`config.mk`:
```
export PLATFORM = sky130hd
export DESIGN_NAME = frame_formatter
export DESIGN_NICKNAME = d
export VERILOG_FILES = /design/src/verilog/frame_fmt_pkg.sv /design/src/verilog/order_if.sv /design/src/verilog/kernel_order.sv /design/src/verilog/frame_formatter.sv
export VERILOG_INCLUDE_DIRS = /design/src /design/src/verilog
export SDC_FILE = /design/constraint.sdc
export NUM_CORES = 1
export LEC_CHECK = 0
export ABC_AREA = 1
export BUFFER_PORTS_ARGS = -buffer_cell sky130_fd_sc_hd__buf_2
export CORE_MARGIN = 5
export CORE_UTILIZATION = 45
export DETAILED_ROUTE_END_ITERATION = 8
export PLACE_DENSITY = 0.75
export SLEW_MARGIN = 30
export SYNTH_ARGS = -nofsm -noshare
export SYNTH_HDL_FRONTEND = slang
export SYNTH_SLANG_ARGS = --single-unit
```
`constraint.sdc`:
```
create_clock -name mclk -period 3.9 [get_ports mclk]
set_input_delay 0.39 -clock mclk [delete_from_list [all_inputs] [get_ports mclk]]
set_output_delay 0.39 -clock mclk [all_outputs]
set_load 0.005 [all_outputs]
```
`src/verilog/frame_fmt_params.svh`:
```
// Offsets, field positions, reset values and check code polynomial of the frame formatter
`ifndef FRAME_FMT_PARAMS_SVH
`define FRAME_FMT_PARAMS_SVH

// Register byte offsets
`define OFS_CTRL     12'h000
`define OFS_WIN0     12'h004
`define OFS_WIN1     12'h008
`define OFS_GEOM     12'h00c
`define OFS_TIME     12'h010
`define OFS_TRAIN    12'h014
`define OFS_STATUS   12'h018

// Control field positions
`define CTRL_RUN     0
`define CTRL_W1EN    1
`define CTRL_SUB_LO  2
`define CTRL_BFEN    4
`define CTRL_BREN    5
`define CTRL_SEED    6

// Other field positions
`define WIN_FIRST_LO 0
`define WIN_LAST_LO  16
`define GEOM_KERN_LO 0
`define GEOM_BLK_LO  8
`define TIME_FOT_LO  0
`define TIME_ROT_LO  16

// Reset values
`define RST_CTRL     32'h0000_0000
`define RST_WIN      32'h03ff_0000
`define RST_GEOM     32'h0000_08a0
`define RST_TIME     32'h0010_0020
`define RST_TRAIN    32'h0000_03a6

// Check code polynomial, ten bits below the top term
`define CRC_POLY     10'h24f

`endif

```
`src/verilog/frame_fmt_pkg.sv`:
```
// Types shared by the frame formatter modules
package frame_fmt_pkg;

  typedef enum logic [5:0] {
    st_idle = 6'h01,
    st_fot  = 6'h02,
    st_scan = 6'h04,
    st_row  = 6'h08,
    st_crc  = 6'h10,
    st_rot  = 6'h20
  } fmt_state_t;

  typedef enum logic [1:0] {
    sub_none  = 2'h0,
    sub_mono  = 2'h1,
    sub_color = 2'h2
  } sub_mode_t;

  typedef enum logic [1:0] {
    kind_idle = 2'h0,
    kind_pix  = 2'h1,
    kind_crc  = 2'h2
  } slot_kind_t;

endpackage

```
`src/verilog/order_if.sv`:
```
// Link between the frame sequencer and the kernel pixel orderer
`timescale 1ns/1ns
interface order_if;
  logic [1:0]  mode;
  logic [7:0]  kernels;
  logic        restart;
  logic        step;
  logic [10:0] col;
  logic        last;

  modport seq (input mode, kernels, restart, step, output col, last);
  modport ctl (output mode, kernels, restart, step, input col, last);
endinterface

```
`src/verilog/kernel_order.sv`:
```
// Column sequence of one row in eight-pixel kernels
`timescale 1ns/1ns
module kernel_order (
  // Clock and reset
  input wire logic mclk,
  input wire logic reset_n,
  // Sequencer link
  order_if.seq     ord
);

  logic [7:0]  kcnt_r;
  logic [7:0]  kcnt_nxt;
  logic [2:0]  stp_r;
  logic [2:0]  stp_nxt;
  logic [7:0]  limit;
  logic [11:0] col_w;

  // Kernel and step counters
  always_comb begin
    kcnt_nxt = kcnt_r;
    stp_nxt  = stp_r;
    if (ord.restart) begin
      kcnt_nxt = 8'h00;
      stp_nxt  = 3'h0;
    end else if (ord.step) begin
      stp_nxt = stp_r + 3'h1;
      if (stp_r == 3'h7) begin
        kcnt_nxt = kcnt_r + 8'h01;
      end
    end
  end

  always_ff @(posedge mclk or negedge reset_n) begin
    if (!reset_n) begin
      kcnt_r <= 8'h00;
      stp_r  <= 3'h0;
    end else begin
      kcnt_r <= kcnt_nxt;
      stp_r  <= stp_nxt;
    end
  end

  // Column of the current step for each mode
  always_comb begin
    case (ord.mode)
      frame_fmt_pkg::sub_mono: begin
        col_w = {kcnt_r, 4'h0} + {8'h00, stp_r, 1'b0};
        limit = {1'b0, ord.kernels[7:1]};
      end
      frame_fmt_pkg::sub_color: begin
        col_w = {kcnt_r, 4'h0} + {8'h00, stp_r[2:1], 2'h0}
              + {11'h000, stp_r[0]};
        limit = {1'b0, ord.kernels[7:1]};
      end
      default: begin
        col_w = {1'b0, kcnt_r, 3'h0}
              + {9'h000, (kcnt_r[0] ? ~stp_r : stp_r)};
        limit = ord.kernels;
      end
    endcase
  end

  assign ord.col  = col_w[10:0];
  assign ord.last = (stp_r == 3'h7) && ({1'b0, kcnt_r} + 9'h001
                    >= {1'b0, limit});
endmodule

```
`src/verilog/frame_formatter.sv`:
```
// Parallel pixel frame formatter with APB configuration
`timescale 1ns/1ns
`include "frame_fmt_params.svh"
module frame_formatter (
  // Clock and reset
  input  wire logic        mclk,
  input  wire logic        reset_n,
  // APB slave
  input  wire logic        psel,
  input  wire logic        penable,
  input  wire logic        pwrite,
  input  wire logic [11:0] paddr,
  input  wire logic [31:0] pwdata,
  output logic      [31:0] prdata,
  output logic             pready,
  output logic             pslverr,
  // Link clock from outside
  input  wire logic        link_clk,
  // Pixel source
  output logic             pix_rd_en,
  output logic      [9:0]  pix_rd_row,
  output logic      [10:0] pix_rd_col,
  output logic             pix_rd_black,
  input  wire logic [9:0]  pix_value,
  // Parallel output
  output logic             pix_clk_out,
  output logic             frame_active,
  output logic             row_active,
  output logic      [9:0]  pix_data
);

  order_if ord ();

  logic lclk_s1_r;
  logic lclk_s2_r;
  logic lclk_s3_r;
  logic pix_en;

  logic [31:0] ctrl_r, ctrl_nxt;
  logic [31:0] win0_r, win0_nxt;
  logic [31:0] win1_r, win1_nxt;
  logic [31:0] geom_r, geom_nxt;
  logic [31:0] time_r, time_nxt;
  logic [31:0] train_r, train_nxt;
  logic [31:0] prdata_r, prdata_nxt;
  logic [31:0] rd_val;
  logic        hit;

  frame_fmt_pkg::fmt_state_t state_r, state_nxt;
  frame_fmt_pkg::slot_kind_t kind_r, kind_nxt;
  logic [15:0] cnt_r, cnt_nxt;
  logic [9:0]  row_r, row_nxt;
  logic [7:0]  brow_r, brow_nxt;
  logic        black_r, black_nxt;
  logic        fon_r, fon_nxt;
  logic        fa_r, fa_nxt;
  logic        la_r, la_nxt;
  logic [15:0] frames_r, frames_nxt;
  logic        rd_en_r, rd_en_nxt;
  logic [9:0]  rd_row_r, rd_row_nxt;
  logic [10:0] rd_col_r, rd_col_nxt;
  logic        rd_blk_r, rd_blk_nxt;
  logic        ord_restart;
  logic        ord_step;

  logic [9:0]  crc_r, crc_nxt;
  logic [9:0]  data_r, data_nxt;
  logic        fv_r, fv_nxt;
  logic        lv_r, lv_nxt;
  logic        pclk_r;

  logic [9:0]  w0f, w0l, w1f, w1l, lo, hi;
  logic [7:0]  nblack;
  logic [15:0] frame_overhead_time, row_overhead_time;
  logic        w1en, bfen, bren, included, blk_more;

  // Link clock synchroniser and slot enable on its rising edge
  always_ff @(posedge mclk or negedge reset_n) begin
    if (!reset_n) begin
      lclk_s1_r <= 1'b0;
      lclk_s2_r <= 1'b0;
      lclk_s3_r <= 1'b0;
    end else begin
      lclk_s1_r <= link_clk;
      lclk_s2_r <= lclk_s1_r;
      lclk_s3_r <= lclk_s2_r;
    end
  end
  assign pix_en = lclk_s2_r & ~lclk_s3_r;

  // Configuration fields
  assign w0f    = win0_r[`WIN_FIRST_LO +: 10];
  assign w0l    = win0_r[`WIN_LAST_LO +: 10];
  assign w1f    = win1_r[`WIN_FIRST_LO +: 10];
  assign w1l    = win1_r[`WIN_LAST_LO +: 10];
  assign w1en   = ctrl_r[`CTRL_W1EN];
  assign bfen   = ctrl_r[`CTRL_BFEN];
  assign bren   = ctrl_r[`CTRL_BREN];
  assign nblack = geom_r[`GEOM_BLK_LO +: 8];
  assign frame_overhead_time    = time_r[`TIME_FOT_LO +: 16];
  assign row_overhead_time    = time_r[`TIME_ROT_LO +: 16];

  // Row span and membership of the window union
  assign lo = (w1en && w1f < w0f) ? w1f : w0f;
  assign hi = (w1en && w1l > w0l) ? w1l : w0l;
  assign included = (row_r >= w0f && row_r <= w0l)
                 || (w1en && row_r >= w1f && row_r <= w1l);
  assign blk_more = ({1'b0, brow_r} + 9'h001) < {1'b0, nblack};

  // APB decode and read mux
  always_comb begin
    hit = 1'b1;
    case (paddr)
      `OFS_CTRL:   rd_val = ctrl_r;
      `OFS_WIN0:   rd_val = win0_r;
      `OFS_WIN1:   rd_val = win1_r;
      `OFS_GEOM:   rd_val = geom_r;
      `OFS_TIME:   rd_val = time_r;
      `OFS_TRAIN:  rd_val = train_r;
      `OFS_STATUS: rd_val = {frames_r, 3'h0, row_r, black_r, fon_r,
                             (state_r != frame_fmt_pkg::st_idle)};
      default: begin
        rd_val = 32'h0000_0000;
        hit    = 1'b0;
      end
    endcase
  end

  // Register writes in the access phase, read data latched in setup
  always_comb begin
    ctrl_nxt   = ctrl_r;
    win0_nxt   = win0_r;
    win1_nxt   = win1_r;
    geom_nxt   = geom_r;
    time_nxt   = time_r;
    train_nxt  = train_r;
    prdata_nxt = prdata_r;
    if (psel && !penable) begin
      prdata_nxt = rd_val;
    end
    if (psel && penable && pwrite) begin
      case (paddr)
        `OFS_CTRL:  ctrl_nxt  = {25'h0000000, pwdata[6:0]};
        `OFS_WIN0:  win0_nxt  = {6'h00, pwdata[25:16], 6'h00, pwdata[9:0]};
        `OFS_WIN1:  win1_nxt  = {6'h00, pwdata[25:16], 6'h00, pwdata[9:0]};
        `OFS_GEOM:  geom_nxt  = {16'h0000, pwdata[15:0]};
        `OFS_TIME:  time_nxt  = pwdata;
        `OFS_TRAIN: train_nxt = {22'h000000, pwdata[9:0]};
        default:    ctrl_nxt  = ctrl_r;
      endcase
    end
  end

  always_ff @(posedge mclk or negedge reset_n) begin
    if (!reset_n) begin
      ctrl_r   <= `RST_CTRL;
      win0_r   <= `RST_WIN;
      win1_r   <= `RST_WIN;
      geom_r   <= `RST_GEOM;
      time_r   <= `RST_TIME;
      train_r  <= `RST_TRAIN;
      prdata_r <= 32'h0000_0000;
    end else begin
      ctrl_r   <= ctrl_nxt;
      win0_r   <= win0_nxt;
      win1_r   <= win1_nxt;
      geom_r   <= geom_nxt;
      time_r   <= time_nxt;
      train_r  <= train_nxt;
      prdata_r <= prdata_nxt;
    end
  end

  assign prdata  = prdata_r;
  assign pready  = 1'b1;
  assign pslverr = psel & penable & ~hit;

  // Frame sequencer: overhead, row scan, pixels, check code
  always_comb begin
    state_nxt   = state_r;
    kind_nxt    = kind_r;
    cnt_nxt     = cnt_r;
    row_nxt     = row_r;
    brow_nxt    = brow_r;
    black_nxt   = black_r;
    fon_nxt     = fon_r;
    fa_nxt      = fa_r;
    la_nxt      = la_r;
    frames_nxt  = frames_r;
    rd_en_nxt   = 1'b0;
    rd_row_nxt  = rd_row_r;
    rd_col_nxt  = rd_col_r;
    rd_blk_nxt  = rd_blk_r;
    ord_restart = 1'b0;
    ord_step    = 1'b0;
    if (pix_en) begin
      kind_nxt = frame_fmt_pkg::kind_idle;
      fa_nxt   = fon_r;
      la_nxt   = 1'b0;
    end
    case (state_r)
      frame_fmt_pkg::st_idle: begin
        if (pix_en && ctrl_r[`CTRL_RUN]) begin
          state_nxt = frame_fmt_pkg::st_fot;
          cnt_nxt   = frame_overhead_time;
        end
      end
      frame_fmt_pkg::st_fot: begin
        if (pix_en) begin
          cnt_nxt = cnt_r - 16'h0001;
          if (cnt_r <= 16'h0001) begin
            brow_nxt = 8'h00;
            if (nblack != 8'h00) begin
              black_nxt   = 1'b1;
              state_nxt   = frame_fmt_pkg::st_row;
              ord_restart = 1'b1;
              fon_nxt     = bfen;
            end else begin
              black_nxt = 1'b0;
              row_nxt   = lo;
              state_nxt = frame_fmt_pkg::st_scan;
            end
          end
        end
      end
      frame_fmt_pkg::st_scan: begin
        if (row_r > hi) begin
          state_nxt  = frame_fmt_pkg::st_idle;
          fon_nxt    = 1'b0;
          frames_nxt = frames_r + 16'h0001;
        end else if (included) begin
          state_nxt   = frame_fmt_pkg::st_row;
          ord_restart = 1'b1;
          fon_nxt     = 1'b1;
        end else begin
          row_nxt = row_r + 10'h001;
        end
      end
      frame_fmt_pkg::st_row: begin
        if (pix_en) begin
          kind_nxt   = frame_fmt_pkg::kind_pix;
          la_nxt     = black_r ? bren : 1'b1;
          rd_en_nxt  = 1'b1;
          rd_row_nxt = black_r ? {2'h0, brow_r} : row_r;
          rd_col_nxt = ord.col;
          rd_blk_nxt = black_r;
          ord_step   = 1'b1;
          if (ord.last) begin
            state_nxt = frame_fmt_pkg::st_crc;
          end
        end
      end
      frame_fmt_pkg::st_crc: begin
        if (pix_en) begin
          kind_nxt = frame_fmt_pkg::kind_crc;
          if (black_r || row_r < hi) begin
            state_nxt = frame_fmt_pkg::st_rot;
            cnt_nxt   = row_overhead_time;
          end else begin
            state_nxt  = frame_fmt_pkg::st_idle;
            fon_nxt    = 1'b0;
            frames_nxt = frames_r + 16'h0001;
          end
        end
      end
      frame_fmt_pkg::st_rot: begin
        if (pix_en) begin
          cnt_nxt = cnt_r - 16'h0001;
          if (cnt_r <= 16'h0001) begin
            if (black_r && blk_more) begin
              brow_nxt    = brow_r + 8'h01;
              state_nxt   = frame_fmt_pkg::st_row;
              ord_restart = 1'b1;
            end else begin
              black_nxt = 1'b0;
              row_nxt   = black_r ? lo : row_r + 10'h001;
              state_nxt = frame_fmt_pkg::st_scan;
            end
          end
        end
      end
      default: begin
        state_nxt = frame_fmt_pkg::st_idle;
        fon_nxt   = 1'b0;
      end
    endcase
  end

  always_ff @(posedge mclk or negedge reset_n) begin
    if (!reset_n) begin
      state_r  <= frame_fmt_pkg::st_idle;
      kind_r   <= frame_fmt_pkg::kind_idle;
      cnt_r    <= 16'h0000;
      row_r    <= 10'h000;
      brow_r   <= 8'h00;
      black_r  <= 1'b0;
      fon_r    <= 1'b0;
      fa_r     <= 1'b0;
      la_r     <= 1'b0;
      frames_r <= 16'h0000;
      rd_en_r  <= 1'b0;
      rd_row_r <= 10'h000;
      rd_col_r <= 11'h000;
      rd_blk_r <= 1'b0;
    end else begin
      state_r  <= state_nxt;
      kind_r   <= kind_nxt;
      cnt_r    <= cnt_nxt;
      row_r    <= row_nxt;
      brow_r   <= brow_nxt;
      black_r  <= black_nxt;
      fon_r    <= fon_nxt;
      fa_r     <= fa_nxt;
      la_r     <= la_nxt;
      frames_r <= frames_nxt;
      rd_en_r  <= rd_en_nxt;
      rd_row_r <= rd_row_nxt;
      rd_col_r <= rd_col_nxt;
      rd_blk_r <= rd_blk_nxt;
    end
  end

  assign pix_rd_en    = rd_en_r;
  assign pix_rd_row   = rd_row_r;
  assign pix_rd_col   = rd_col_r;
  assign pix_rd_black = rd_blk_r;

  assign ord.mode    = ctrl_r[`CTRL_SUB_LO +: 2];
  assign ord.kernels = geom_r[`GEOM_KERN_LO +: 8];
  assign ord.restart = ord_restart;
  assign ord.step    = ord_step;

  kernel_order u_order (
    .mclk    (mclk),
    .reset_n (reset_n),
    .ord     (ord)
  );

  // One step of the row check code over a ten-bit word, MSB first
  function automatic logic [9:0] crc_step(input logic [9:0] c,
                                          input logic [9:0] d);
    logic [9:0] v;
    logic       fb;
    v = c;
    for (int i = 9; i >= 0; i--) begin
      fb = v[9] ^ d[i];
      v  = {v[8:0], 1'b0} ^ (fb ? `CRC_POLY : 10'h000);
    end
    return v;
  endfunction

  // Output stage: pixel word, check code or training word per slot
  always_comb begin
    data_nxt = data_r;
    fv_nxt   = fv_r;
    lv_nxt   = lv_r;
    crc_nxt  = crc_r;
    if (pix_en) begin
      fv_nxt = fa_r;
      lv_nxt = la_r;
      case (kind_r)
        frame_fmt_pkg::kind_pix: begin
          data_nxt = pix_value;
          crc_nxt  = crc_step(crc_r, pix_value);
        end
        frame_fmt_pkg::kind_crc: begin
          data_nxt = crc_r;
          crc_nxt  = {10{ctrl_r[`CTRL_SEED]}};
        end
        default: begin
          data_nxt = train_r[9:0];
          crc_nxt  = crc_r;
        end
      endcase
    end
  end

  always_ff @(posedge mclk or negedge reset_n) begin
    if (!reset_n) begin
      data_r <= 10'h3a6;
      fv_r   <= 1'b0;
      lv_r   <= 1'b0;
      crc_r  <= 10'h000;
      pclk_r <= 1'b0;
    end else begin
      data_r <= data_nxt;
      fv_r   <= fv_nxt;
      lv_r   <= lv_nxt;
      crc_r  <= crc_nxt;
      pclk_r <= ~lclk_s3_r;  // Rises five clocks after data changes
    end
  end

  assign pix_data     = data_r;
  assign frame_active = fv_r;
  assign row_active   = lv_r;
  assign pix_clk_out  = pclk_r;
endmodule

```
* Word level (Yosys, flattened, before mapping)
Cells that the tools add are included.
** Storage, ports and cells
- Bits in registers :: 259
- Latch bits :: 0
- RAM bits :: 0
- Memory bits (read-only) :: 0
- Logic and storage cells :: 258
- Memories :: 0
** Operators by class
- $add $sub $neg :: 12
- $mul :: 0
- Div/mod/pow operators :: 0
- Magnitude comparators :: 11
- Equal/unequal tests :: 37
- Shifts and indexed selects :: 0
- Muxes and demuxes :: 97
- Bitwise operators :: 27
- Reductions and logical operators :: 43
** Operators with widths (count)
- case mux 32 bit (7 select lines) :: 1
- 2-to-1 mux 10 bit :: 22
- 2-to-1 mux 16 bit :: 7
- XOR 10 bit :: 10
- 2-to-1 mux 8 bit :: 9
- 2-to-1 mux 6 bit :: 11
- case mux 16 bit (3 select lines) :: 1
- case mux 10 bit (2 select lines) :: 2
- equality test 12 x 5 -> 1 bit, second input constant :: 3
- case mux 6 bit (6 select lines) :: 1
- inequality test 2 bit, second input constant :: 17
- case mux 16 bit (2 select lines) :: 1
- case mux 10 bit (3 select lines) :: 1
- 2-to-1 mux 1 bit :: 27
- equality test 12 x 4 -> 1 bit, second input constant :: 2
- adder 11 x 4 -> 11 bit :: 2
- case mux 11 bit (2 select lines) :: 1
- greater-or-equal comparator 10 bit :: 2
- greater-than comparator 10 bit :: 2
- less-or-equal comparator 10 bit :: 2
- < comparator 10 bit :: 2
- adder 8 x 1 -> 9 bit, second input constant :: 2
- AND reduction 2 bit :: 9
- AND reduction 9 bit :: 2
- 49 further kinds :: 88

* Logic depth before layout (Yosys ltp)
Gate-level depths: netlist of the first run.
- Word-level depth :: 31
- Mapped depth :: 28

* Cells and area by module
Synthesis of the first run repeated with hierarchy kept, for this count alone.
** Second synthesis, totals
- Cells, all modules :: 1890
- Area, all modules :: 15572.4 um^2
** Modules (own cells, without submodules)
- frame_formatter :: instances 1, cells an instance 1741, area each 14482.6 um^2, seq. area each 6253.5 um^2
- kernel_order :: instances 1, cells an instance 149, area each 1089.8 um^2, seq. area each 275.3 um^2

* Worst setup path after synthesis of the first run
OpenSTA, ideal clock, no wires.
- Path kind :: reg-to-reg
- From :: reg win0_r[25]
- To :: reg row_r[7]
- Data arrival time :: 3.620 ns
- Path slack :: 0.157 ns
- Cell stages (with the launch flop) :: 23
- Buffers on the path :: 2
- Cell sequence :: dfstp_2 inv_1 ha_1 nand4_1 nor3_1 o21ai_0 o2111ai_1 nand3_1 clkbuf_1 nand2_1 o21ai_0 ha_1 nand2_1 or4_1 o21ai_0 inv_1 nor2_1 nand3_1 nand3_2 o21ai_1 buf_4 nand2_1 o21ai_1
** On the way
- Word-level cells in the longest chain between the ends :: 6
- Elaborated cells between the ends (all ways) :: 10
** Ends and longest elaborated chain
- start, declared :: RTL line frame_formatter.sv:40 : logic [31:0] win0_r, win0_nxt;
- start signal, assigned :: RTL line frame_formatter.sv:157 : win0_r <= `RST_WIN;
- start signal, assigned :: RTL line frame_formatter.sv:165 : win0_r <= win0_nxt;
- greater-than comparator 10 bit :: RTL line frame_formatter.sv:105 : assign hi = (w1en && w1l > w0l) ? w1l : w0l;
- logical AND 1 bit :: RTL line frame_formatter.sv:105
- 2-to-1 mux 10 bit :: RTL line frame_formatter.sv:105
- greater-than comparator 10 bit :: RTL line frame_formatter.sv:227 : if (row_r > hi) begin
- inequality test 2 bit (no source line)
- AND reduction 9 bit (no source line) *
- end signal, assigned :: RTL line frame_formatter.sv:309 : row_r <= row_nxt;
- end, declared :: RTL line frame_formatter.sv:52 : logic [9:0] row_r, row_nxt;
Every way passes the cells marked *; elsewhere a longest branch is shown, timed or not.
A chain may end at the register's enable or synchronous reset.

* Final worst setup path of the first run
- From :: reg win0_r[24]
- To :: reg frames_r[15]
** On the way
- Word-level cells in the longest chain between the ends :: 7
- Elaborated cells between the ends (all ways) :: 9
** Ends and longest elaborated chain
- greater-than comparator 10 bit :: RTL line frame_formatter.sv:105
- logical AND 1 bit :: RTL line frame_formatter.sv:105
- 2-to-1 mux 10 bit * :: RTL line frame_formatter.sv:105
- < comparator 10 bit :: RTL line frame_formatter.sv:256 : if (black_r || row_r < hi) begin
- logical OR 1 bit :: RTL line frame_formatter.sv:256
- inequality test 2 bit (no source line)
- AND reduction 4 bit (no source line) *
- end signal, assigned :: RTL line frame_formatter.sv:315 : frames_r <= frames_nxt;
- end, declared :: RTL line frame_formatter.sv:58 : logic [15:0] frames_r, frames_nxt;
Marks and branches as above.

==> results of run 1 <==
## cell usage after synthesis (10+ instances only)
cell type,number,area (um2)
sky130_fd_sc_hd__o21ai_1,18,90.09
sky130_fd_sc_hd__a31oi_1,16,100.1
sky130_fd_sc_hd__o22ai_1,58,362.9
sky130_fd_sc_hd__dfrtp_1,221,5530
sky130_fd_sc_hd__xor2_1,43,376.6
sky130_fd_sc_hd__nor4_1,10,62.56
sky130_fd_sc_hd__o21ai_0,228,1141
sky130_fd_sc_hd__a21oi_1,60,300.3
sky130_fd_sc_hd__nand2_2,14,87.58
sky130_fd_sc_hd__clkbuf_1,62,232.7
sky130_fd_sc_hd__ha_1,96,1201
sky130_fd_sc_hd__o221ai_1,12,105.1
sky130_fd_sc_hd__nand4_1,15,93.84
sky130_fd_sc_hd__nand2_1,424,1592
sky130_fd_sc_hd__nand3_1,79,395.4
sky130_fd_sc_hd__nor3_1,20,100.1
sky130_fd_sc_hd__dfstp_2,38,998.5
sky130_fd_sc_hd__inv_1,252,945.9
sky130_fd_sc_hd__nor2_1,120,450.4
sky130_fd_sc_hd__a211oi_1,11,82.58
## flip-flops by register name, indices dropped and copies added (netlist names), 11 cells and up, named ones only
| register | flops |
|---|---|
| win0_r | 20 |
| pix_rd_col | 11 |
| frames_r | 16 |
| prdata | 32 |
| time_r | 32 |
| win1_r | 20 |
| cnt_r | 16 |
| geom_r | 16 |
## cell type report
type,count,share of cell area (%)
Sequential cell,259,36.11
Tap cell,448,3.100
Timing Repair Buffer,192,6.678
Clock buffer,43,4.816
Multi-Input combinational cell,1333,42.95
Inverter,263,5.460
Clock inverter,13,0.8927
## power by group through the flow
| stage | logic, W | clock network (W) | registers (W) |
|---|---|---|---|
| finish | 0.00425 | 0.00293 | 0.00332 |
| global route | 0.00477 | 0.00308 | 0.00335 |
| CTS | 0.00393 | 0.00296 | 0.00331 |
| detailed placement | 0.00387 | 0 | 0.00335 |
| global placement | 0.00376 | 0 | 0.00333 |
| floorplan | 0.00293 | 0 | 0.00329 |
## through the flow
step           total power (W)  area, um2  setup WS (ps)  utilization (%)  std cells
5_1_grt                0.01120      18080         -290.4            53.79       2551
6_report               0.01050      18080         -65.93            53.79       2551
4_1_cts                0.01020      17760          8.853            52.83       2536
2_1_floorplan         0.006225      15330          157.4                -       1923
3_3_place_gp          0.007094      16640         -75.94            49.51       2476
3_5_place_dp          0.007218      16640         -205.1            49.51       2476
## worst paths after layout
kind / startpoint / end / slack (ps) / cells past startpoint
max: win0_r[24] / frames_r[15] / -70 / 28
min: pwdata[26] / time_r[26] / 70 / 2
max reg2reg: win0_r[24] / frames_r[15] / -70 / 28
min reg2reg: lclk_s1_r / lclk_s2_r / 350 / 0
max in group asynchronous: reset_n / train_r[9] / 2350 / 3
min in group asynchronous: reset_n / u_order.stp_r[2] / 430 / 2
## cells by family after synthesis
group / Yosys count / share of synthesized area (%)
other: 1 / 0.02446
XOR/XNOR: 57 / 3.502
adder cells (fa/ha/maj): 96 / 7.835
multiplexers: 8 / 0.5877
AO/OA/AOI/OAI: 455 / 17.09
buffers and inverters: 332 / 8.203
flip-flops: 259 / 42.59
AND/OR/NAND/NOR: 715 / 20.17
## per-layer routing
layer	part of all wire (%)	wire length (um)	up-vias	GRT usage [%]
li1	-	-	6743	-
met5	0.053	26	-	0
met1	42	20270	6840	33.80
met3	9.0	4371	93	4.675
met4	3.8	1837	4	8.594
met2	46	22250	646	39.53
## timing repair
| action | 4_1_cts | 5_1_grt |
|---|---|---|
| resized for setup | 13 | 45 |
| setup buffers | 1 | 11 |
| hold buffers | 2 | 0 |
| pin swaps | 2 | 27 |
| hold endpoints to repair | 90 | 0 |
| cloned | 1 | 5 |
| endpoints found under the setup margin | 32 | 48 |
==> summary.txt, run 1 <==
Clocking
  – Worst-Skew Late Latency: 560 ps
  – Clock-pin slew of the registers on the worst-case setup and hold paths: 60 ps
  – Number of sinks handled by clock tree synthesis: 259
  – Number of H-tree levels: 1
  – CTS Buf Count: 30
  – Cell at the root of the clock tree: sky130_fd_sc_hd__clkbuf_16
  – Longest Clk Path Bufs: 3
  – Clock tree from TritonCTS: built

Synth
  – Cell count after synthesis: 1923
  – Post-Syn Nets: 2079
  – Distinct cell type count of the synthesized netlist: 64
  – Async set-or-reset flop fraction in the synthesized netlist: 100.0%
  – Predominant post-synthesis flop cell: sky130_fd_sc_hd__dfrtp_1
  – Post-Synthesis Mean Instance Area: 7.972 um2
  – Seq/Total Area, Yosys: 42.59%
  – Number of enable-type register cells in the synthesized netlist: 0
  – Combined area of all synthesized cells: 15330 um2
  – Yosys warning count: 0
  – Post-synthesis register bit count: 259

Critical path
  – Sort of element at the start of the critical path: flop
  – CP max stage delay: 530 ps
  – Worst-path fanout max: 5
  – Worst Path Class, Setup: flop to flop
  – Slowest stage cell, crit path: sky130_fd_sc_hd__dfstp_2
  – Worst Path Buf+Inv: 3
  – Capturing element type of the critical path: flop
  – Top cell family by delay on the critical path: simple AND/OR/NAND/NOR gates
  – Most repeated library cell on the critical path: sky130_fd_sc_hd__nand2_1
  – Critical path data arrival time: 4410 ps
  – Required time at the endpoint of the critical path: 4340 ps

Die
  – Floorplan die area: 37860 um2
  – Starting density of the core: 45.60%
  – Site row count: 67
  – Chip Width: 194.6 um
  – Core Footprint: 33620 um2
  – Die Ht: 194.6 um
  – Ports: 130

STA
  – Max-slew violation count: 0
  – Rel. slew slack: 27.06%
  – Clock period minus worst slack: 3966 ps
  – Min Hold Slack: 65.58 ps
  – Actual transition at the worst max-transition pin: 1067 ps
  – Worst Slack Setup Final: -65.93 ps
  – Unrepaired setup endpoints after global routing: yes
  – Summed negative setup slack over all endpoints: -65.93 ps
  – Share of the clock period used by the worst path: 101.7%
  – Final hold vios: 0
  – Maximum operating frequency: 252.1 MHz
  – Worst Clk Skew: 19.56 ps
  – Final setup violation count: 1

Placement
  – # port buffers: 128
  – HPWL after detailed placement: 36.25 mm
  – Final weighted congestion of routability-driven global placement: 0.9854

Detailed routing
  – Ratio of routed vias to standard cells: 5.616
  – Initial DRT Pass Iterations: 6
  – Remaining antenna violation count after routing: 0
  – Vias: 14330
  – Routed wire length per instance: 19.11 um
  – Number of design-rule violations left by the first detailed-router iteration: 1314
  – Total wire length after detailed routing: 48.76 mm
  – DRC viols: 0

Global route
  – Number of antenna violations at the first check in global routing: 3
  – Remaining Overflow, GRT: 0
  – Wire length of the first global-routing pass: 75.83 mm
  – Number of global-route vias before repair: 13800
  – Largest net degree at the start of global routing: 98
  – Total Routing Usage GR: 24.70%

Final layout
  – Ant. Diodes: 0
  – Area of combinational cells with multiple inputs: 7765 um2
  – Final nets: 2235
  – Share of final-layout standard cells stronger than drive strength 1: 17.97%
  – Most common cell after layout, fill and taps aside: sky130_fd_sc_hd__nand2_1
  – Area growth from synthesis to layout: 17.95%
  – Total area of sequential cells: 6529 um2
  – Number of fill cells: 3098
  – Most frequent cells in the layout: 415 x sky130_fd_sc_hd__nand2_1, 245 x sky130_fd_sc_hd__inv_1, 221 x sky130_fd_sc_hd__o21ai_0, 221 x sky130_fd_sc_hd__dfrtp_1, 128 x sky130_fd_sc_hd__buf_2

Power and ir drop
  – Power per cell area: 580.7 nW/um2
  – Net load switching power: 0.004097 W
  – Portion of total power attributed to the clock network: 27.9%
  – Combinational power share: 40.5%
  – Sequential group share of total power: 31.6%
  – Int Power: 0.006402 W
  – Maximum vdd drop: 0.0007000 V
  – Switching power as a share of total power: 39.02%
  – Leak: 8.636 nW

Run status
  – Violations in the final reports: setup timing
  – Outcome: complete, but fails checks

Run
  – Max-cap violations: 0

Worst hold path
  – Type of the worst min-delay path: primary input to flop
No activity file was read; power rests on OpenSTA's default activity.
==> run 2, diff against run 1 <==
--- a/config.mk
+++ b/config.mk
@@ -8,10 +8,12 @@
 export LEC_CHECK = 0
 export ABC_AREA = 1
 export BUFFER_PORTS_ARGS = -buffer_cell sky130_fd_sc_hd__buf_2
+export CORE_ASPECT_RATIO = 0.9
 export CORE_MARGIN = 5
-export CORE_UTILIZATION = 45
+export CORE_UTILIZATION = 35
 export DETAILED_ROUTE_END_ITERATION = 8
-export PLACE_DENSITY = 0.75
+export PLACE_DENSITY = 0.63
+export SKIP_CTS_REPAIR_TIMING = 1
 export SLEW_MARGIN = 30
 export SYNTH_ARGS = -nofsm -noshare
 export SYNTH_HDL_FRONTEND = slang
==> run 2 against run 1 <==
Effect of this change:
- the flow still finishes with violations (setup timing)
- via count fell by 0.24%
- worst hold slack worse by 6.0 ps
- count of clock-buffer cells in the layout is 3 lower
- worst setup slack worse by 100 ps
- global-route usage is 4.0 points lower
- core utilization decreased by 11 points
- wire length grew 5.1%
- power fell by 1.4%
- maximum frequency is 2.6% lower
- sequential power about the same
- critical endpoint is now state_r[5]
- largest cell class unchanged
==> summary.txt, run 2 (same netlist as run 1, synthesis figures left out) <==
Die
  – Site row count: 72 (+7.5%)
  – Core Footprint: 43150 um2 (+28%)
  – Chip Width: 230.6 um (+19%)
  – Die Ht: 208.5 um (+7.2%)
  – Ports: 130 (unchanged)
  – Starting density of the core: 35.53% (-10 points)
  – Floorplan die area: 48090 um2 (+27%)

Critical path
  – Slowest stage cell, crit path: sky130_fd_sc_hd__dfstp_2
  – CP max stage delay: 530 ps (about the same)
  – Number of cells on the worst reg-to-reg path: 20 (-29%)
  – Number of logic stages on the critical path including buffering: 20 (-29%)
  – Cell-by-cell listing of the critical path: inv_2 -> ha_4 -> nand4_1 -> nor3_2 -> o21ai_1 -> o2111ai_2 -> nand3_2 -> buf_6 -> clkbuf_16 -> o21ai_0 -> ha_1 -> nand2_1 -> or4_1 -> o21ai_1 -> inv_2 -> nor2_2 -> nand3_2 -> nand3_2 -> buf_4 -> mux2_2
  – Required time at the endpoint of the critical path: 4360 ps (+20 ps)
  – Critical path data arrival time: 4530 ps (+120 ps)
  – Top cell family by delay on the critical path: simple AND/OR/NAND/NOR gates
  – CP startpoint: win0_r[25]
  – Worst Path Class, Setup: flop to flop
  – Start of the worst register-to-register path: win0_r[25]
  – Worst-path fanout max: 6 (+1)
  – Reg-to-reg slack, setup: -170 ps (-100 ps)
  – Worst Path Buf+Inv: 5 (+2)
  – Capturing element type of the critical path: flop
  – Most repeated library cell on the critical path: sky130_fd_sc_hd__nand3_2
  – Reg2Reg Capture Point: state_r[5]
  – Critical Path End: state_r[5]
  – Sort of element at the start of the critical path: flop

Worst hold path
  – Type of the worst min-delay path: primary input to flop

Power and ir drop
  – Sequential group share of total power: 32.1% (+0.5 points)
  – Portion of total power attributed to the clock network: 27.7% (-0.2 points)
  – Power per cell area: 564.7 nW/um2 (-2.7%)
  – Leak: 8.746 nW (+1.3%)
  – Switching power as a share of total power: 39.36% (+0.34 points)
  – Net load switching power: 0.004074 W (-0.57%)
  – Maximum vdd drop: 0.0004999 V (-29%)
  – Combinational power share: 40.2% (-0.3 points)
  – Int Power: 0.006275 W (-2.0%)

STA
  – Actual transition at the worst max-transition pin: 886.6 ps (-180.0 ps)
  – Clock period minus worst slack: 4071 ps (+105.0 ps)
  – Rel. slew slack: 39.36% (+12 points)
  – Worst Slack Setup Final: -170.9 ps (-105.0 ps)
  – Unrepaired setup endpoints after global routing: yes
  – Share of the clock period used by the worst path: 104.4% (+2.7 points)
  – Final setup violation count: 35 (+34)
  – Max-slew violation count: 0 (unchanged)
  – Final hold vios: 0 (unchanged)
  – Maximum operating frequency: 245.6 MHz (-2.6%)
  – Worst Clk Skew: 15.70 ps (-3.866 ps)

Global route
  – Wire length of the first global-routing pass: 79.77 mm (+5.2%)
  – Largest net degree at the start of global routing: 92 (-6.1%)
  – Remaining Overflow, GRT: 0 (unchanged)
  – Number of antenna violations at the first check in global routing: 0 (-3)
  – Number of global-route vias before repair: 13700 (-0.78%)
  – Total Routing Usage GR: 20.72% (-4.0 points)

Placement
  – Dpl cell area: 16920 um2 (+1.6%)
  – Final weighted congestion of routability-driven global placement: 0.9178 (-6.9%)
  – HPWL after detailed placement: 38.91 mm (+7.3%)
  – # port buffers: 128 (unchanged)
  – Cells after DPL: 2596 (+4.8%)

Final layout
  – Final instance area: 18330 um2 (+1.4%)
  – Area growth from synthesis to layout: 19.55%
  – Final nets: 2247 (+0.54%)
  – Final design utilization: 42.47% (-11 points)
  – Ant. Diodes: 0 (unchanged)
  – Final cell count without fillers: 2670 (+4.7%)
  – Most common cell after layout, fill and taps aside: sky130_fd_sc_hd__nand2_1
  – Share of final-layout standard cells stronger than drive strength 1: 18.53% (+0.56 points)
  – Most frequent cells in the layout: 414 x sky130_fd_sc_hd__nand2_1, 247 x sky130_fd_sc_hd__inv_1, 221 x sky130_fd_sc_hd__o21ai_0, 221 x sky130_fd_sc_hd__dfrtp_1, 127 x sky130_fd_sc_hd__buf_2

Clocking
  – Longest Clk Path Bufs: 3 (unchanged)
  – Number of H-tree levels: 1 (unchanged)
  – Clock tree from TritonCTS: built
  – Clock-pin slew of the registers on the worst-case setup and hold paths: 60 ps (about the same)
  – Cell at the root of the clock tree: sky130_fd_sc_hd__clkbuf_16
  – Number of sinks handled by clock tree synthesis: 259 (unchanged)
  – Worst-Skew Late Latency: 570 ps (about the same)
  – CTS Buf Count: 30 (unchanged)

Detailed routing
  – Remaining antenna violation count after routing: 0 (unchanged)
  – Routed wire length per instance: 19.19 um (+0.42%)
  – Ratio of routed vias to standard cells: 5.353 (-4.7%)
  – Initial DRT Pass Iterations: 5 (-1)
  – Number of design-rule violations left by the first detailed-router iteration: 1371 (+4.3%)
  – Total wire length after detailed routing: 51.24 mm (+5.1%)
  – Vias: 14290 (-0.24%)
  – DRC viols: 0 (unchanged)

Run status
  – Violations in the final reports: setup timing
  – Outcome: complete, but fails checks

Run
  – Max-cap violations: 0 (unchanged)
## run 2: worst min-delay path by stage
stage,startpoint,end,cells after the start
after floorplan,reset_n,asynchronous set/reset pin,0
after global placement,lclk_s1_r,lclk_s2_r,0
after detailed placement,lclk_s1_r,lclk_s2_r,0
after CTS,reset_n,pix_rd_col[7],1
after global routing,pwdata[29],time_r[29],2
final,pwdata[29],time_r[29],2
## run 2: per-layer routing
layer  vias to the layer above  GRT usage [%]  part of all wire [%]
met1                      6903          30.68                    46
met3                        93          2.754                   6.9
li1                       6763              -                     -
met5                         -              0                     0
met4                         0          5.730                   3.4
met2                       533          31.88                    44
## run 2: final cells by class
class | count | area, um2
sequential | 259 | 6529
inverter | 263 | 987.2
clock buffer | 40 | 849.6
timing repair buffer | 205 | 1373
multi-input combinational | 1332 | 7747
clock inverter | 16 | 146.4
fill | 4297 | 24830
tap | 555 | 694.4
## run 2: power groups by stage
stage / Combinational [W] / Sequential [W] / Clock, W
2_1_floorplan: 0.00293 / 0.00329 / 0
3_3_place_gp: 0.00384 / 0.00335 / 0
3_5_place_dp: 0.00392 / 0.00335 / 0
4_1_cts: 0.00393 / 0.00331 / 0.00293
5_1_grt: 0.00472 / 0.00336 / 0.00303
6_report: 0.00416 / 0.00332 / 0.00287
## run 2: through the flow
stage | total power [W] | setup TNS [ps] | worst slack, ps | hold slack [ps]
after floorplan | 0.006225 | 0 | 157.4 | 94.41
after global placement | 0.007188 | -902.3 | -123.1 | 340.2
after detailed placement | 0.007269 | -3450 | -227.4 | 337.2
after CTS | 0.01017 | -3664 | -252.6 | -166.3
after global routing | 0.01111 | -15250 | -391.0 | 52.30
final | 0.01035 | -2977 | -170.9 | 59.63
==> run 3, diff against run 2 <==
--- a/config.mk
+++ b/config.mk
@@ -12,6 +12,7 @@
 export CORE_MARGIN = 5
 export CORE_UTILIZATION = 35
 export DETAILED_ROUTE_END_ITERATION = 8
+export HOLD_SLACK_MARGIN = 0.08
 export PLACE_DENSITY = 0.63
 export SKIP_CTS_REPAIR_TIMING = 1
 export SLEW_MARGIN = 30
==> run 3 against run 2 <==
Effect of this change:
- the run still ends with setup timing left
- global-route usage unchanged
- critical path type unchanged
- combinational power about the same
- worst setup slack got worse by 12 ps
- largest power group unchanged
- worst hold slack improved by 22 ps
- cell area increased by 0.33%
- sequential share of layout area decreased by 0.12 points
- sequential cell count unchanged
==> summary.txt, run 3 (same netlist as run 1, synthesis figures left out) <==
Final layout
  – Ant. Diodes: 0 (unchanged)
  – Most frequent cells in the layout: 414 x sky130_fd_sc_hd__nand2_1, 247 x sky130_fd_sc_hd__inv_1, 221 x sky130_fd_sc_hd__o21ai_0, 221 x sky130_fd_sc_hd__dfrtp_1, 127 x sky130_fd_sc_hd__buf_2
  – Most common cell after layout, fill and taps aside: sky130_fd_sc_hd__nand2_1
  – Share of final-layout standard cells stronger than drive strength 1: 18.48% (-0.052 points)
  – Area of combinational cells with multiple inputs: 7747 um2 (unchanged)
  – Total area of sequential cells: 6529 um2 (unchanged)
  – Number of fill cells: 4297 (unchanged)
  – Final nets: 2253 (+0.27%)
  – Final cell count without fillers: 2676 (+0.22%)
  – Area growth from synthesis to layout: 19.94%

Global route
  – Total Routing Usage GR: 20.72% (unchanged)
  – Remaining Overflow, GRT: 0 (unchanged)
  – Wire length of the first global-routing pass: 79.77 mm (unchanged)
  – Number of global-route vias before repair: 13700 (unchanged)
  – Number of antenna violations at the first check in global routing: 0 (unchanged)
  – Largest net degree at the start of global routing: 92 (unchanged)

Clocking
  – Number of sinks handled by clock tree synthesis: 259 (unchanged)
  – Clock tree from TritonCTS: built
  – Clock-pin slew of the registers on the worst-case setup and hold paths: 60 ps (about the same)
  – Number of H-tree levels: 1 (unchanged)
  – CTS Buf Count: 30 (unchanged)
  – Longest Clk Path Bufs: 3 (unchanged)
  – Worst-Skew Late Latency: 570 ps (about the same)
  – Cell at the root of the clock tree: sky130_fd_sc_hd__clkbuf_16

Placement
  – HPWL after detailed placement: 38.91 mm (unchanged)
  – Cells after DPL: 2596 (unchanged)
  – # port buffers: 128 (unchanged)
  – Final weighted congestion of routability-driven global placement: 0.9178 (unchanged)

STA
  – Maximum operating frequency: 244.9 MHz (-0.29%)
  – Unrepaired setup endpoints after global routing: yes
  – Final setup violation count: 39 (+11%)
  – Final hold vios: 0 (unchanged)
  – Worst Clk Skew: 15.93 ps (+0.2321 ps)
  – Clock period minus worst slack: 4083 ps (+11.99 ps)
  – Worst Slack Setup Final: -182.9 ps (-11.99 ps)
  – Rel. slew slack: 48.20% (+8.8 points)
  – Summed negative setup slack over all endpoints: -3237 ps (-260.2 ps)
  – Max-slew violation count: 0 (unchanged)
  – Actual transition at the worst max-transition pin: 757.4 ps (-129.2 ps)
  – Min Hold Slack: 81.90 ps (+22.27 ps)
  – Share of the clock period used by the worst path: 104.7% (+0.31 points)

Run status
  – Outcome: complete, but fails checks
  – Violations in the final reports: setup timing

Critical path
  – Worst Path Class, Setup: flop to flop
  – Capturing element type of the critical path: flop
  – Start of the worst register-to-register path: win0_r[25]
  – Critical path data arrival time: 4540 ps (about the same)
  – Worst-path fanout max: 6 (unchanged)
  – Sort of element at the start of the critical path: flop
  – Required time at the endpoint of the critical path: 4360 ps (about the same)
  – CP startpoint: win0_r[25]

Worst hold path
  – Type of the worst min-delay path: primary input to flop
  – Worst min-delay path startpoint: pix_value[2]

Die
  – Core Footprint: 43150 um2 (unchanged)
  – Starting density of the core: 35.53% (unchanged)
  – Site row count: 72 (unchanged)
  – Floorplan die area: 48090 um2 (unchanged)
  – Ports: 130 (unchanged)
  – Die Ht: 208.5 um (unchanged)
  – Chip Width: 230.6 um (unchanged)

Run
  – Max-cap violations: 0 (unchanged)

Detailed routing
  – Vias: 14270 (-0.18%)
  – Ratio of routed vias to standard cells: 5.331 (-0.41%)
  – Number of design-rule violations left by the first detailed-router iteration: 1339 (-2.3%)
  – Routed wire length per instance: 19.13 um (-0.33%)
  – DRC viols: 0 (unchanged)
  – Initial DRT Pass Iterations: 6 (+1)
  – Remaining antenna violation count after routing: 0 (unchanged)
  – Total wire length after detailed routing: 51.19 mm (-0.10%)

Power and ir drop
  – Power per cell area: 562.6 nW/um2 (-0.37%)
  – Maximum vdd drop: 0.0005012 V (+0.26%)
  – Leak: 8.771 nW (+0.29%)
run 3: cell types whose count changed in the layout (fill, tap and decap cells not counted):
cell                            before  now
sky130_fd_sc_hd__dlygate4sd3_1       2    8
run 3: worst paths after layout:
| kind | endpoint | slack (ps) | cells after the start |
|---|---|---|---|
| max | state_r[1] | -180 | 20 |
| min | pix_data[2] | 80 | 3 |
| max reg2reg | state_r[1] | -180 | 20 |
| min reg2reg | lclk_s2_r | 360 | 0 |
| max in group asynchronous | win1_r[25] | 2510 | 3 |
| min in group asynchronous | pix_rd_col[6] | 420 | 2 |
run 3: critical path, stage by stage, from the launching register on:
cell	delay (ps)
sky130_fd_sc_hd__dfstp_2	540
sky130_fd_sc_hd__inv_2	50
sky130_fd_sc_hd__ha_4	260
sky130_fd_sc_hd__nand4_1	140
sky130_fd_sc_hd__nor3_2	230
sky130_fd_sc_hd__o21ai_1	120
sky130_fd_sc_hd__o2111ai_2	90
sky130_fd_sc_hd__nand3_2	190
sky130_fd_sc_hd__buf_6	190
sky130_fd_sc_hd__clkbuf_16	150
sky130_fd_sc_hd__o21ai_0	150
sky130_fd_sc_hd__ha_1	160
sky130_fd_sc_hd__nand2_1	70
sky130_fd_sc_hd__or4_1	530
sky130_fd_sc_hd__o21ai_1	190
sky130_fd_sc_hd__inv_2	80
sky130_fd_sc_hd__nor2_2	130
sky130_fd_sc_hd__nand3_2	130
sky130_fd_sc_hd__nand3_2	130
sky130_fd_sc_hd__buf_4	150
sky130_fd_sc_hd__mux2_2	320
run 3: final cells by class:
cell class              count  area share [%]
inverters                 263           5.369
flip-flops and latches    259           35.51
multi-input cells        1332           42.14
well taps                 555           3.777
repair buffers            211           7.792
clock inverters            16          0.7962
clock buffers              40           4.621
run 3: where the power goes:
group | internal (W) | switching (W)
registers | 0.00304 | 0.000282
clock network | 0.00166 | 0.00120
logic | 0.00158 | 0.00258
run 3: layer usage:
metal,GRT usage (%),wire length (um),vias to the layer above
met3,2.754,3254,88
met1,30.68,23720,6926
met2,31.88,22490,473
li1,-,-,6779
met5,0,0,-
met4,5.730,1723,0
run 3: metrics by stage:
stage               cell area, um2  total power [W]  worst slack, ps  utilization [%]
floorplan                    15330         0.006225            157.4                -
detailed placement           16920         0.007269           -227.4            39.20
CTS                          17910          0.01017           -252.6            41.51
global route                 18390          0.01111           -391.0            42.61
global placement             16910         0.007188           -123.1            39.19
finish                       18390          0.01034           -182.9            42.61
